File: src/logic/cgc_defines.svh
// Constants of the CAN general control block
//
// Summary of operation
// - Abort bit set clears every message object enable; hardware never clears the abort bit.
// - Abort drops waiting transmissions at once; a frame already on the bus completes.
// - Overload bit requests an overload frame; cleared when that frame starts.
// - Time-triggered bit set enables time-triggered mode; clear disables its features.
// - Capture select picks end-of-frame or start-of-frame; it matters only in time-triggered mode.
// - Listen bit set enters listening mode; clearing it restores normal operation.
// - Run bit set enables the controller and ungates its input clock.
// - Clearing run lets the current frame finish, then freezes; object enables stay.
// - In standby transmit stays recessive, receiver is off, input clock is stopped.
// - Registers stay readable and writable while the controller is disabled.
// - The state machine starts two clock periods after the controller is enabled.
// - Writing one to bit 0 gives a self-clearing reset; controller ends disabled.
// - The general control register resets to all zeros.
// - Listening mode never acknowledges or transmits but keeps updating error flags.
// - Listening mode holds both error counters.
// - Time-triggered mode copies the 16-bit timer into the capture pair.
// - Time-triggered mode sends each frame once, without retransmission.
`ifndef CGC_DEFINES_SVH
`define CGC_DEFINES_SVH

// Register addresses in special-function space
`define CGC_GC_ADDR 8'hAB
`define CGC_CAPL_ADDR 8'hA4
`define CGC_CAPH_ADDR 8'hA5

// General control bit positions
`define CGC_BIT_ABORT 7
`define CGC_BIT_OVL 6
`define CGC_BIT_TTC 5
`define CGC_BIT_SYNC 4
`define CGC_BIT_LISTEN 3
`define CGC_BIT_TEST 2
`define CGC_BIT_RUN 1
`define CGC_BIT_SOFT_GENERAL_RESET 0

// Reset values and timing
`define CGC_GC_RESET 8'h00
`define CGC_CAP_RESET 16'h0000
`define CGC_START_CYCLES 2'h2

`endif

File: src/logic/cgc_pkg.sv
// Types shared by the CAN general control block
package cgc_pkg;
  typedef enum logic [1:0] {
    CGC_OFF = 2'b00,
    CGC_START = 2'b01,
    CGC_RUN = 2'b10,
    CGC_DRAIN = 2'b11
  } cgc_seq_state_t;
endpackage : cgc_pkg

File: src/logic/cgc_seq_if.sv
// Carrier between the control register and the run sequencer
`timescale 1ns/100ps
`default_nettype none
interface cgc_seq_if;
  logic run_req;
  logic soft_rst;
  logic frame_active;
  logic clk_en;
  logic sm_run;
  modport ctrl (output run_req, output soft_rst, output frame_active, input clk_en, input sm_run);
  modport seq (input run_req, input soft_rst, input frame_active, output clk_en, output sm_run);
endinterface : cgc_seq_if
`default_nettype wire

File: src/logic/cgc_run_seq.sv
// Enable, standby and start-up sequencer of the CAN controller
`timescale 1ns/100ps
`default_nettype none
module cgc_run_seq
  import cgc_pkg::*;
(
  input wire logic i_clk,
  input wire logic i_resetn,
  cgc_seq_if.seq sif
);
`include "cgc_defines.svh"

  cgc_seq_state_t state_q, state_d;
  logic [1:0] cnt_q, cnt_d;
  logic clk_en_q, sm_run_q;

  // --------------------------------------------------------------
  // Next state
  // --------------------------------------------------------------
  always_comb begin
    state_d = state_q;
    cnt_d = cnt_q;
    if (sif.soft_rst) begin
      state_d = CGC_OFF;
      cnt_d = 2'h0;
    end else begin
      case (state_q)
        CGC_OFF: begin
          cnt_d = 2'h0;
          if (sif.run_req) begin
            state_d = CGC_START; // Clock ungated here
          end
        end
        CGC_START: begin
          if (!sif.run_req) begin
            state_d = CGC_OFF;
          end else if (cnt_q == `CGC_START_CYCLES - 2'h1) begin
            state_d = CGC_RUN; // Two-period start-up
          end else begin
            cnt_d = cnt_q + 2'h1;
          end
        end
        CGC_RUN: begin
          if (!sif.run_req) begin
            state_d = sif.frame_active ? CGC_DRAIN : CGC_OFF;
          end
        end
        CGC_DRAIN: begin
          if (sif.run_req) begin
            state_d = CGC_RUN;
          end else if (!sif.frame_active) begin
            state_d = CGC_OFF; // Freeze once the frame has ended
          end
        end
        default: begin
          state_d = CGC_OFF;
        end
      endcase
    end
  end

  // --------------------------------------------------------------
  // State and output flops
  // --------------------------------------------------------------
  always_ff @(posedge i_clk or negedge i_resetn) begin
    if (!i_resetn) begin
      state_q <= CGC_OFF;
      cnt_q <= 2'h0;
      clk_en_q <= 1'b0;
      sm_run_q <= 1'b0;
    end else begin
      state_q <= state_d;
      cnt_q <= cnt_d;
      clk_en_q <= (state_d != CGC_OFF); // Clock stopped in standby
      sm_run_q <= (state_d == CGC_RUN) || (state_d == CGC_DRAIN);
    end
  end

  assign sif.clk_en = clk_en_q;
  assign sif.sm_run = sm_run_q;
endmodule : cgc_run_seq
`default_nettype wire

File: src/logic/cgc_top.sv
// General control register and mode logic of the CAN controller
`timescale 1ns/100ps
`default_nettype none
module cgc_top
  import cgc_pkg::*;
(
  input wire logic i_clk,
  input wire logic i_resetn,
  input wire logic [7:0] i_sfr_addr,
  input wire logic i_sfr_wr,
  input wire logic i_sfr_rd,
  input wire logic [7:0] i_sfr_wdata,
  output logic [7:0] o_sfr_rdata,
  input wire logic i_frame_active,
  input wire logic i_sof,
  input wire logic i_eof_last,
  input wire logic i_ovl_tx_start,
  input wire logic [15:0] i_timer,
  input wire logic i_core_txd,
  input wire logic i_rxd,
  output logic o_txd,
  output logic o_core_rxd,
  output logic o_abort_objects,
  output logic o_overload_req,
  output logic o_ttc_mode,
  output logic o_single_shot,
  output logic o_listen_mode,
  output logic o_err_cnt_hold,
  output logic o_clk_en,
  output logic o_sm_run,
  output logic o_ctrl_reset
);
`include "cgc_defines.svh"

  cgc_seq_if sif();

  logic [7:0] gc_q, gc_d;
  logic [15:0] cap_q, cap_d;
  logic [7:0] rdata_q, rdata_d;
  logic soft_rst_q;
  logic rx_meta_q, rx_sync_q;
  logic txd_q, rxd_q, abort_q, ovl_q, ttc_q, single_q, listen_q, hold_q;

  // --------------------------------------------------------------
  // Register decode
  // --------------------------------------------------------------
  wire wr_gc = i_sfr_wr && (i_sfr_addr == `CGC_GC_ADDR);
  wire soft_general_reset_wr = wr_gc && i_sfr_wdata[`CGC_BIT_SOFT_GENERAL_RESET];
  wire ovl_keep = gc_q[`CGC_BIT_OVL] && !i_ovl_tx_start;
  wire ttc_on = gc_q[`CGC_BIT_TTC];
  wire cap_hit = gc_q[`CGC_BIT_SYNC] ? i_eof_last : i_sof;
  wire cap_now = ttc_on && cap_hit;
  wire tx_allow = sif.sm_run && !gc_q[`CGC_BIT_LISTEN];

  // Control register next value; soft reset zeroes it, set beats clear on bit 6
  always_comb begin
    gc_d = gc_q;
    if (soft_general_reset_wr) begin
      gc_d = `CGC_GC_RESET; // Leaves controller disabled
    end else if (wr_gc) begin
      gc_d = {i_sfr_wdata[7], i_sfr_wdata[6] | ovl_keep, i_sfr_wdata[5:1], 1'b0};
    end else begin
      gc_d[`CGC_BIT_OVL] = ovl_keep; // Cleared as the overload frame starts
    end
  end

  // Capture pair next value
  always_comb begin
    cap_d = cap_q;
    if (soft_rst_q) begin
      cap_d = `CGC_CAP_RESET;
    end else if (cap_now) begin
      cap_d = i_timer; // Point chosen by capture select
    end
  end

  // Read mux; unmapped addresses read zero
  always_comb begin
    rdata_d = rdata_q;
    if (i_sfr_rd) begin
      case (i_sfr_addr)
        `CGC_GC_ADDR: rdata_d = gc_q;
        `CGC_CAPL_ADDR: rdata_d = cap_q[7:0];
        `CGC_CAPH_ADDR: rdata_d = cap_q[15:8];
        default: rdata_d = 8'h00;
      endcase
    end
  end

  // --------------------------------------------------------------
  // Register flops
  // --------------------------------------------------------------
  always_ff @(posedge i_clk or negedge i_resetn) begin
    if (!i_resetn) begin
      gc_q <= `CGC_GC_RESET;
      cap_q <= `CGC_CAP_RESET;
      rdata_q <= 8'h00;
      soft_rst_q <= 1'b0;
    end else begin
      gc_q <= gc_d;
      cap_q <= cap_d;
      rdata_q <= rdata_d;
      soft_rst_q <= soft_general_reset_wr; // One-cycle reset pulse
    end
  end

  // Receive pin synchroniser
  always_ff @(posedge i_clk or negedge i_resetn) begin
    if (!i_resetn) begin
      rx_meta_q <= 1'b1;
      rx_sync_q <= 1'b1;
    end else begin
      rx_meta_q <= i_rxd;
      rx_sync_q <= rx_meta_q;
    end
  end

  // Mode outputs and pin gating
  always_ff @(posedge i_clk or negedge i_resetn) begin
    if (!i_resetn) begin
      txd_q <= 1'b1;
      rxd_q <= 1'b1;
      abort_q <= 1'b0;
      ovl_q <= 1'b0;
      ttc_q <= 1'b0;
      single_q <= 1'b0;
      listen_q <= 1'b0;
      hold_q <= 1'b0;
    end else begin
      txd_q <= tx_allow ? i_core_txd : 1'b1; // Recessive in standby and listening
      rxd_q <= sif.sm_run ? rx_sync_q : 1'b1; // Receiver idle in standby
      abort_q <= gc_q[`CGC_BIT_ABORT]; // Clears object enables, drops waiting frames
      ovl_q <= gc_q[`CGC_BIT_OVL];
      ttc_q <= ttc_on;
      single_q <= ttc_on; // No retransmission
      listen_q <= gc_q[`CGC_BIT_LISTEN]; // No ack, no transmit
      hold_q <= gc_q[`CGC_BIT_LISTEN]; // Error counters frozen
    end
  end

  // --------------------------------------------------------------
  // Sequencer hookup
  // --------------------------------------------------------------
  assign sif.run_req = gc_q[`CGC_BIT_RUN];
  assign sif.soft_rst = soft_rst_q;
  assign sif.frame_active = i_frame_active;

  cgc_run_seq u_seq (
    .i_clk(i_clk),
    .i_resetn(i_resetn),
    .sif(sif.seq)
  );

  // Output assignments, all from flops
  assign o_sfr_rdata = rdata_q;
  assign o_txd = txd_q;
  assign o_core_rxd = rxd_q;
  assign o_abort_objects = abort_q;
  assign o_overload_req = ovl_q;
  assign o_ttc_mode = ttc_q;
  assign o_single_shot = single_q;
  assign o_listen_mode = listen_q;
  assign o_err_cnt_hold = hold_q;
  assign o_clk_en = sif.clk_en;
  assign o_sm_run = sif.sm_run;
  assign o_ctrl_reset = soft_rst_q;
endmodule : cgc_top
`default_nettype wire

File: config.mk
export PLATFORM = sky130hd
export DESIGN_NAME = cgc_top
export DESIGN_NICKNAME = d
export VERILOG_FILES = /design/src/logic/cgc_pkg.sv /design/src/logic/cgc_seq_if.sv /design/src/logic/cgc_run_seq.sv /design/src/logic/cgc_top.sv
export VERILOG_INCLUDE_DIRS = /design/src /design/src/logic
export SDC_FILE = /design/constraint.sdc
export NUM_CORES = 1
export LEC_CHECK = 0
export ABC_AREA = 1
export BUFFER_PORTS_ARGS = -buffer_cell sky130_fd_sc_hd__buf_4
export CORE_UTILIZATION = 40
export CTS_BUF_LIST = sky130_fd_sc_hd__clkbuf_4 sky130_fd_sc_hd__clkbuf_8
export CTS_CLUSTER_SIZE = 10
export DETAILED_ROUTE_END_ITERATION = 16
export GPL_ROUTABILITY_DRIVEN = 1
export GPL_TIMING_DRIVEN = 1
export PLACE_DENSITY = 0.71
export SLEW_MARGIN = 20
export SYNTH_ARGS = -nofsm -noshare
export SYNTH_HDL_FRONTEND = slang
export SYNTH_SLANG_ARGS = --single-unit
File: constraint.sdc
create_clock -name i_clk -period 1.27 [get_ports i_clk]
set_input_delay 0.254 -clock i_clk [delete_from_list [all_inputs] [get_ports i_clk]]
set_output_delay 0.254 -clock i_clk [all_outputs]
set_load 0.01 [all_outputs]
Word-level counts from Yosys, hierarchy flattened
Cells that the tools add are included.
- bits in registers: 47
- add/subtract/negate cells: 1
- equal/unequal tests: 11
- multiplexer cells: 23
- bitwise operators: 1
- reductions and logical operators: 14
- operator list (cell ; number):
    $mux W16 ; 2
    $eq A8 B8 Y1 const B ; 3
    $pmux W8 S3 ; 1
    $mux W2 ; 11
    $eq A2 B2 Y1 const B ; 4
    $mux W8 ; 1
    $pmux W2 S4 ; 1
    $mux W6 ; 1
    $ne A3 B3 Y1 const B ; 2
    $reduce_bool A2 Y1 ; 3
    $logic_and A1 B1 Y1 ; 5
    $mux W1 ; 5
    $eq A2 B1 Y1 const B ; 2
    $pmux W2 S2 ; 1
    $reduce_and A3 Y1 ; 1
    $reduce_bool A3 Y1 ; 1
    $add A2 B1 Y2 const B ; 1
    $logic_not A1 Y1 ; 2
    $logic_not A2 Y1 ; 1
    $logic_or A1 B1 Y1 ; 1
    $or A1 B1 Y1 ; 1

Logic depth before layout (Yosys ltp)
Gate-level depths: netlist (run 1).
- depth after elaboration: 7
- mapped depth: 8
- depth with buffers taken out: 7

Cells and area by module
From an unflattened synthesis (run 1), not the netlist that was laid out.
- cells, all modules: 241
- area, all modules: 2128.3 µm²
- by module, submodules not included (module ; instances ; cells each ; area an instance (µm²) ; sequential area each (µm²)):
    cgc_top ; 1 ; 205 ; 1838.0 ; 1006.0
    cgc_run_seq ; 1 ; 36 ; 290.3 ; 150.1

Worst setup path after synthesis (run 1)
Ideal clock, no wire load.
- path kind: reg2reg
- start: register u_seq.cnt_q[0]
- end: register u_seq.cnt_q[1]
- arrival: 1118 ps
- data required time: 1148 ps
- path slack: 30 ps
- stages on the path, launching flop included: 6
- path buffers: 0
- clock period less this slack: 1240 ps
- path through: dfrtp_1 > ha_1 > a21oi_1 > nand2_1 > o21ai_1 > a21oi_1
- word-level cells in the longest chain between the ends: 5
- RTL lines (what ; RTL line ; RTL):
    from (decl) ; cgc_run_seq.sv:14 ; logic [1:0] cnt_q, cnt_d;
    from (signal assigned) ; cgc_run_seq.sv:73 ; cnt_q <= cnt_d;
    $add A2 B1 Y2 ; cgc_run_seq.sv:40 ; cnt_d = cnt_q + 2'h1;
    $mux W2 ; cgc_run_seq.sv:37 ; end else if (cnt_q == `CGC_START_CYCLES - 2'h1) begin
    $mux W2 ; cgc_run_seq.sv:35 ; if (!sif.run_req) begin
    $pmux W2 S2 ; cgc_run_seq.sv:27 ; case (state_q)
    $mux W2 ; cgc_run_seq.sv:23 ; if (sif.soft_rst) begin
Several ways; a longest one is shown, not always the timed one. The select of a mux whose other input is x is not followed.
A chain may end at the register's enable or synchronous reset.

Worst setup path in the final report (run 1)
- start: register rxd_q (netlist: o_core_rxd)
- end: output port o_core_rxd
- RTL lines (what ; RTL line ; RTL):
    from (decl) ; cgc_top.sv:42 ; logic txd_q, rxd_q, abort_q, ovl_q, ttc_q, single_q, listen_q, hold_q;
    from (signal assigned) ; cgc_top.sv:131 ; rxd_q <= sif.sm_run ? rx_sync_q : 1'b1;
    to (decl) ; cgc_top.sv:22 ; output logic o_core_rxd,
No word-level cell between the ends.

==> results of run 1 <==
==> synth_stat cells (all sizes together) <==
| cell | count |
|---|---|
| buf | 6 |
| nand2 | 47 |
| clkbuf | 2 |
| nor2 | 12 |
| dfrtp | 42 |
| nand3b | 1 |
| nor3 | 1 |
| dfstp | 4 |
| nand3 | 54 |
| ha | 1 |
| a21oi | 5 |
| inv | 34 |
| o21ai | 23 |
==> metrics by stage <==
stage,setup WS (ns),hold slack [ns]
3_5_place_dp,0.06423,0.2833
5_1_grt,0.03011,0.05192
6_report,0.1001,0.06697
2_1_floorplan,0.03034,-0.04159
4_1_cts,0.05345,0.05036
3_3_place_gp,0.08374,0.2844
==> layout make-up <==
class                      count  area, sq um
fill                         432         2047
sequential                    46         1156
multi-input combinational    144        734.5
timing repair buffer          68        525.5
inverter                      34        127.6
tap                           67        83.83
clock buffer                   6        82.58
clock inverter                 2        60.06
==> logic make-up after synthesis <==
kind of cell | after synthesis | synth area share
adders and majority gates | 1 | 0.006089
AOI/OAI and AO/OA | 28 | 0.07004
DFF | 46 | 0.5627
and+or+nand+nor | 115 | 0.2759
buffers and inverters | 42 | 0.08527
==> worst paths after layout <==
path | from | endpoint | slack, ns | cells past startpoint
min in group asynchronous | i_resetn | u_seq.state_q[1] | 0.49 | 2
worst max register to register | u_seq.cnt_q[0] | u_seq.cnt_q[0] | 0.11 | 5
worst min register to register | rx_meta_q | rx_sync_q | 0.36 | 0
worst max-delay path | o_core_rxd | o_core_rxd | 0.10 | 1
worst min-delay path | i_rxd | rx_meta_q | 0.07 | 1
max in group asynchronous | i_resetn | cap_q[3] | 0.40 | 2
==> layer usage <==
layer	up-vias	share of wire	routed length, um
li1	880	-	-
met1	775	0.47	2081
met2	57	0.46	2004
met3	8	0.053	231
met4	0	0.018	78
met5	-	0	0
==> flip-flops by register name (all words and copies together) (netlist names), 2 cells and up <==
signal,cells
o_sfr_rdata,8
cap_q,16
u_seq.cnt_q,2
u_seq.state_q,2
gc_q,7
==> what timing repair did <==
| action | CTS | global route |
|---|---|---|
| setup buffers | 0 | 1 |
| endpoints found under the hold margin | 42 | 0 |
| hold buffers | 1 | 0 |
| setup endpoints to repair | 0 | 2 |
| gates resized for setup | 0 | 3 |
==> power groups by stage <==
stage | sequential [mW] | combinational, mW | clock (mW)
2_1_floorplan | 1.80 | 0.327 | 0
3_3_place_gp | 1.82 | 0.603 | 0
3_5_place_dp | 1.82 | 0.617 | 0
4_1_cts | 1.79 | 0.622 | 1.36
5_1_grt | 1.83 | 0.749 | 1.39
6_report | 1.80 | 0.666 | 1.32
==> metrics.cfg, run 1 <==
[run_status]
status = finished, final reports clean

[synth]
synth_top_area_frac = 0.5116
synth_top_area_cell = dfrtp_1
ys_ff_latch = 46
yosysWarnings = 0
synthTopCellsByArea = dfrtp_1 51%, nand3_1 13%, nand2_1 8.0%
syn_area_per_cell_sq_um = 8.855
netlist_instances = 232
syn_area_sq_um = 2054
synth_seq_area_share = 0.5627
synth_cell_type_count = 21
syn-num-nets = 275

[global_routing]
use_met1 = 0.2328
grt_pass1_wl_mm = 7.169
grt_use_met2 = 0.2895
gr-total-overflow = 0
antenna_found_initial = 0
grt_max_degree = 47
use_met3 = 0.04252
grtUsageTotal = 0.1786
grt_pass1_vias = 1625
grt_busiest_layer = met2

[die]
dieArea_sq_um = 5427
io_pins = 61
dieWidth_um = 73.67
die_h_um = 73.67
rows = 25
initial_core_util = 0.4265
core_sq_um = 4817

[clock_tree]
h-tree-depth = 2
cts_tree = done
clk_latency_ns = 0.30
path_clk_slew_ns = 0.08
clockBufferDepth = 2
cts_made_buffers = 5
clkSinkCount = 46
cts_root_buffer = clkbuf_8

[sta]
rsz0062_at_grt = false
max-slew-margin-rel = 0.6214
finalSetupViolations = 0
hold_violations = 0
final.period_utilization = 0.9212
worstMarginPinSlew_ns = 0.5680
skew_ns = 0.006703
fmax_ghz = 0.8548
final-max-slew-violation-count = 0
tns_ns = 0
finalCriticalPeriod_ns = 1.170

[critical_path]
critical_path.slowest_cell = dfstp_2
crit_required_ns = 1.02
worstSetupPathType = register to output port
start_kind = register
crit_arrival_ns = 0.92
cp_num_buf_inv = 1
path_max_fanout = 1
worstSetupEndpointType = output port
path_delay_family = flip-flops
path_cells = buf_4
critPathMaxStageDelay_ns = 0.52

[final_layout]
fin_util = 0.5751
final_area_sq_um = 2770
layout-drive-gt1-share = 0.3300
layout_common_cells = 66 x buf_4, 54 x nand3_1, 44 x nand2_1, 42 x dfrtp_1, 27 x inv_1
instances_no_fill = 367
areaGrowthSynthToFinish_pct = 34.84
final_common_cell = buf_4
num_antenna_cells = 0
fin_nets = 342

[routing]
drc = 0
dr.pass1.iters = 4
wl_mm = 4.395
drt_iter0_markers = 109
vias = 1720
via_per_inst = 4.687
drtAntennaViolNets = 0
wl_per_cell_um = 11.98

[job]
maxCapViolCount = 0

[pwr]
p_int_mw = 2.840
fin_total_pwr_mw = 3.781
p_leak_nw = 1.504
clock_power_share = 0.348
ir_drop_v = 0.0008090
p_sw_mw = 0.9411
p_sw_frac = 0.2489
p_comb_frac = 0.176
powerDensity_nw_per_um2 = 1365
sequentialPowerShare = 0.476

[hold_path]
hold_path_class = input pin to register

[placement]
io_buffers = 60
dp.cells = 357
dp_hpwl_mm = 3.302
dpl_cell_area_sq_um = 2599
gp_congestion = 0.7850

(Power assumes the default switching activity.)
==> run 2: changes to the inputs <==
--- a/config.mk
+++ b/config.mk
@@ -7,7 +7,8 @@
 export NUM_CORES = 1
 export LEC_CHECK = 0
 export ABC_AREA = 1
-export BUFFER_PORTS_ARGS = -buffer_cell sky130_fd_sc_hd__buf_4
+export BUFFER_PORTS_ARGS = -buffer_cell sky130_fd_sc_hd__buf_2
+export CORE_ASPECT_RATIO = 2
 export CORE_UTILIZATION = 40
 export CTS_BUF_LIST = sky130_fd_sc_hd__clkbuf_4 sky130_fd_sc_hd__clkbuf_8
 export CTS_CLUSTER_SIZE = 10
==> run 2 against run 1 <==
Sequential share of layout area grew 2.7 points. First-iteration DRC count down 76%. Flip-flop and latch count unchanged. Non-clock buffer count unchanged. Register-to-register slack lost 0.04 ns. Critical endpoint is now u_seq.cnt_q[0].
==> metrics.cfg, run 2 (synthesized netlist as in run 1, its figures left out) <==
[run_status]
status = finished, final reports clean  ; unchanged

[critical_path]
r2r_end = u_seq.cnt_q[0]  ; unchanged
crit_required_ns = 1.50  ; was 1.02 ns
r2r_cells = 5  ; unchanged
start_kind = register  ; unchanged
rrSetupSlack_ns = 0.07  ; was 0.11 ns
timing.rr.start = u_seq.cnt_q[0]  ; unchanged
crit_arrival_ns = 1.43  ; was 0.92 ns
path_max_fanout = 4  ; was 1
worstSetupEndpointType = register  ; was output port
worstSetupPathType = register to register  ; was register to output port

[die]
io_pins = 61  ; unchanged
dieWidth_um = 52.68  ; was 73.67 um
core_sq_um = 4910  ; was 4817 sq um
initial_core_util = 0.4185  ; was 0.4265
die_h_um = 103.4  ; was 73.67 um
dieArea_sq_um = 5444  ; was 5427 sq um
rows = 36  ; was 25

[routing]
vias = 1752  ; was 1720
via_per_inst = 4.908  ; was 4.687
drc = 0  ; unchanged
drt_iter0_markers = 26  ; was 109
wl_per_cell_um = 12.04  ; was 11.98 um
dr.pass1.iters = 4  ; unchanged
drtAntennaViolNets = 0  ; unchanged
wl_mm = 4.297  ; was 4.395 mm

[global_routing]
antenna_found_initial = 0  ; unchanged
gr-total-overflow = 0  ; unchanged
grt_max_degree = 36  ; was 47
grt_pass1_wl_mm = 6.962  ; was 7.169 mm
grt_pass1_vias = 1579  ; was 1625
grtUsageTotal = 0.1798  ; was 0.1786

[final_layout]
largest_register_ffs = 16  ; unchanged
layout-drive-gt1-share = 0.3267  ; was 0.3300
top_register = cap_q  ; unchanged
final_area_sq_um = 2600  ; was 2770 sq um
num_antenna_cells = 0  ; unchanged
fill_cells = 476  ; was 432
fin_util = 0.5296  ; was 0.5751
areaGrowthSynthToFinish_pct = 26.55  ; was 34.84%
fin_nets = 342  ; unchanged
final_common_cell = buf_2  ; was buf_4
layout_common_cells = 60 x buf_2, 54 x nand3_1, 44 x nand2_1, 42 x dfrtp_1, 27 x inv_1  ; was 66 x buf_4, 54 x nand3_1, 44 x nand2_1, 42 x dfrtp_1, 27 x inv_1

[hold_path]
holdPathEnd = rx_meta_q  ; unchanged
hold_depth = 1  ; unchanged
hold_path_class = input pin to register  ; unchanged
hold_start = i_rxd  ; unchanged

[clock_tree]
cts_root_buffer = clkbuf_8  ; unchanged
clockBufferDepth = 2  ; unchanged
cts_made_buffers = 5  ; unchanged
clk_latency_ns = 0.30  ; about the same
cts_tree = done  ; unchanged
path_clk_slew_ns = 0.08  ; about the same
h-tree-depth = 2  ; unchanged
clkSinkCount = 46  ; unchanged

[placement]
dp_hpwl_mm = 3.331  ; was 3.302 mm
io_buffers = 60  ; unchanged
dpl_cell_area_sq_um = 2461  ; was 2599 sq um
gp_congestion = 0.7866  ; was 0.7850

[pwr]
ir_drop_v = 0.0009784  ; was 0.0008090 V
powerDensity_nw_per_um2 = 1343  ; was 1365 nW/um^2
p_leak_nw = 1.459  ; was 1.504 nW

[sta]
finalSetupViolations = 0  ; unchanged
final.period_utilization = 0.9442  ; was 0.9212
final-max-slew-violation-count = 0  ; unchanged
max-slew-margin-rel = 0.7818  ; was 0.6214
tns_ns = 0  ; unchanged
skew_ns = 0.006704  ; was 0.006703 ns
hold_violations = 0  ; unchanged
finalCriticalPeriod_ns = 1.199  ; was 1.170 ns
rsz0062_at_grt = false  ; unchanged
worstMarginPinSlew_ns = 0.3269  ; was 0.5680 ns
fmax_ghz = 0.8339  ; was 0.8548 GHz

[job]
maxCapViolCount = 0  ; unchanged

[run 2: cell types whose count changed in the layout (fill, tap and decap cells not counted), sizes merged]
cell	before	now
clkbuf	6	7
bufinv	2	1
[run 2: layout make-up]
cell class / count / area (sq um) / area share
clock buffer: 7 / 83.83 / 0.03224
clock inverter: 1 / 30.03 / 0.01155
inverter: 34 / 127.6 / 0.04909
multi-input combinational: 144 / 730.7 / 0.2810
sequential: 46 / 1156 / 0.4447
tap: 57 / 71.32 / 0.02743
timing repair buffer: 68 / 400.4 / 0.1540
[run 2: worst max path at each step]
stage | cells after the start | start | endpoint
3_5_place_dp | 8 | i_sfr_addr[2] | gc_q[6]
2_1_floorplan | 5 | u_seq.cnt_q[0] | u_seq.cnt_q[1]
3_3_place_gp | 8 | i_sfr_addr[2] | gc_q[4]
6_report | 5 | u_seq.cnt_q[0] | u_seq.cnt_q[0]
5_1_grt | 5 | u_seq.cnt_q[0] | u_seq.cnt_q[0]
4_1_cts | 5 | u_seq.cnt_q[0] | u_seq.cnt_q[0]
[run 2: stage by stage]
step / setup slack [ns] / std cells / hold slack [ns] / power [mW]
final: 0.07084 / 357 / 0.05512 / 3.493
after global routing: 0.008346 / 357 / 0.04251 / 3.678
after CTS: 0.01914 / 356 / 0.04106 / 3.510
after detailed placement: 0.02815 / 347 / 0.1568 / 2.389
after global placement: 0.08208 / 347 / 0.1453 / 2.364
after floorplan: 0.03034 / 232 / -0.04159 / 2.129
[run 2: critical path, cell delays in order, from the launching register on]
cell and delay, ns:
dfrtp_1 0.41, ha_1 0.22, a21oi_2 0.14, buf_4 0.14, nand3_1 0.09, a21oi_2 0.14
[run 2: what timing repair did]
| action | 4_1_cts | 5_1_grt |
|---|---|---|
| endpoints found under the hold margin | 7 | 0 |
| resized for setup | 0 | 2 |
| hold buffers | 1 | 0 |
| buffers inserted | 0 | 1 |
| setup endpoints to repair | 0 | 2 |
[run 2: where the power goes]
| group | leakage [nW] | switching [mW] | internal, mW |
|---|---|---|---|
| clock network | 0.0593 | 0.464 | 0.631 |
| logic | 0.812 | 0.325 | 0.278 |
| registers | 0.588 | 0.124 | 1.67 |
| total | 1.46 | 0.913 | 2.58 |
[run 2: metal layers]
metal  vias to the layer above  track usage  share of wire
li1                        876            -              -
met1                       817       0.1862           0.38
met2                        47       0.3096           0.53
met3                        12      0.03947          0.040
met4                         0       0.1255          0.048
met5                         -            0              0
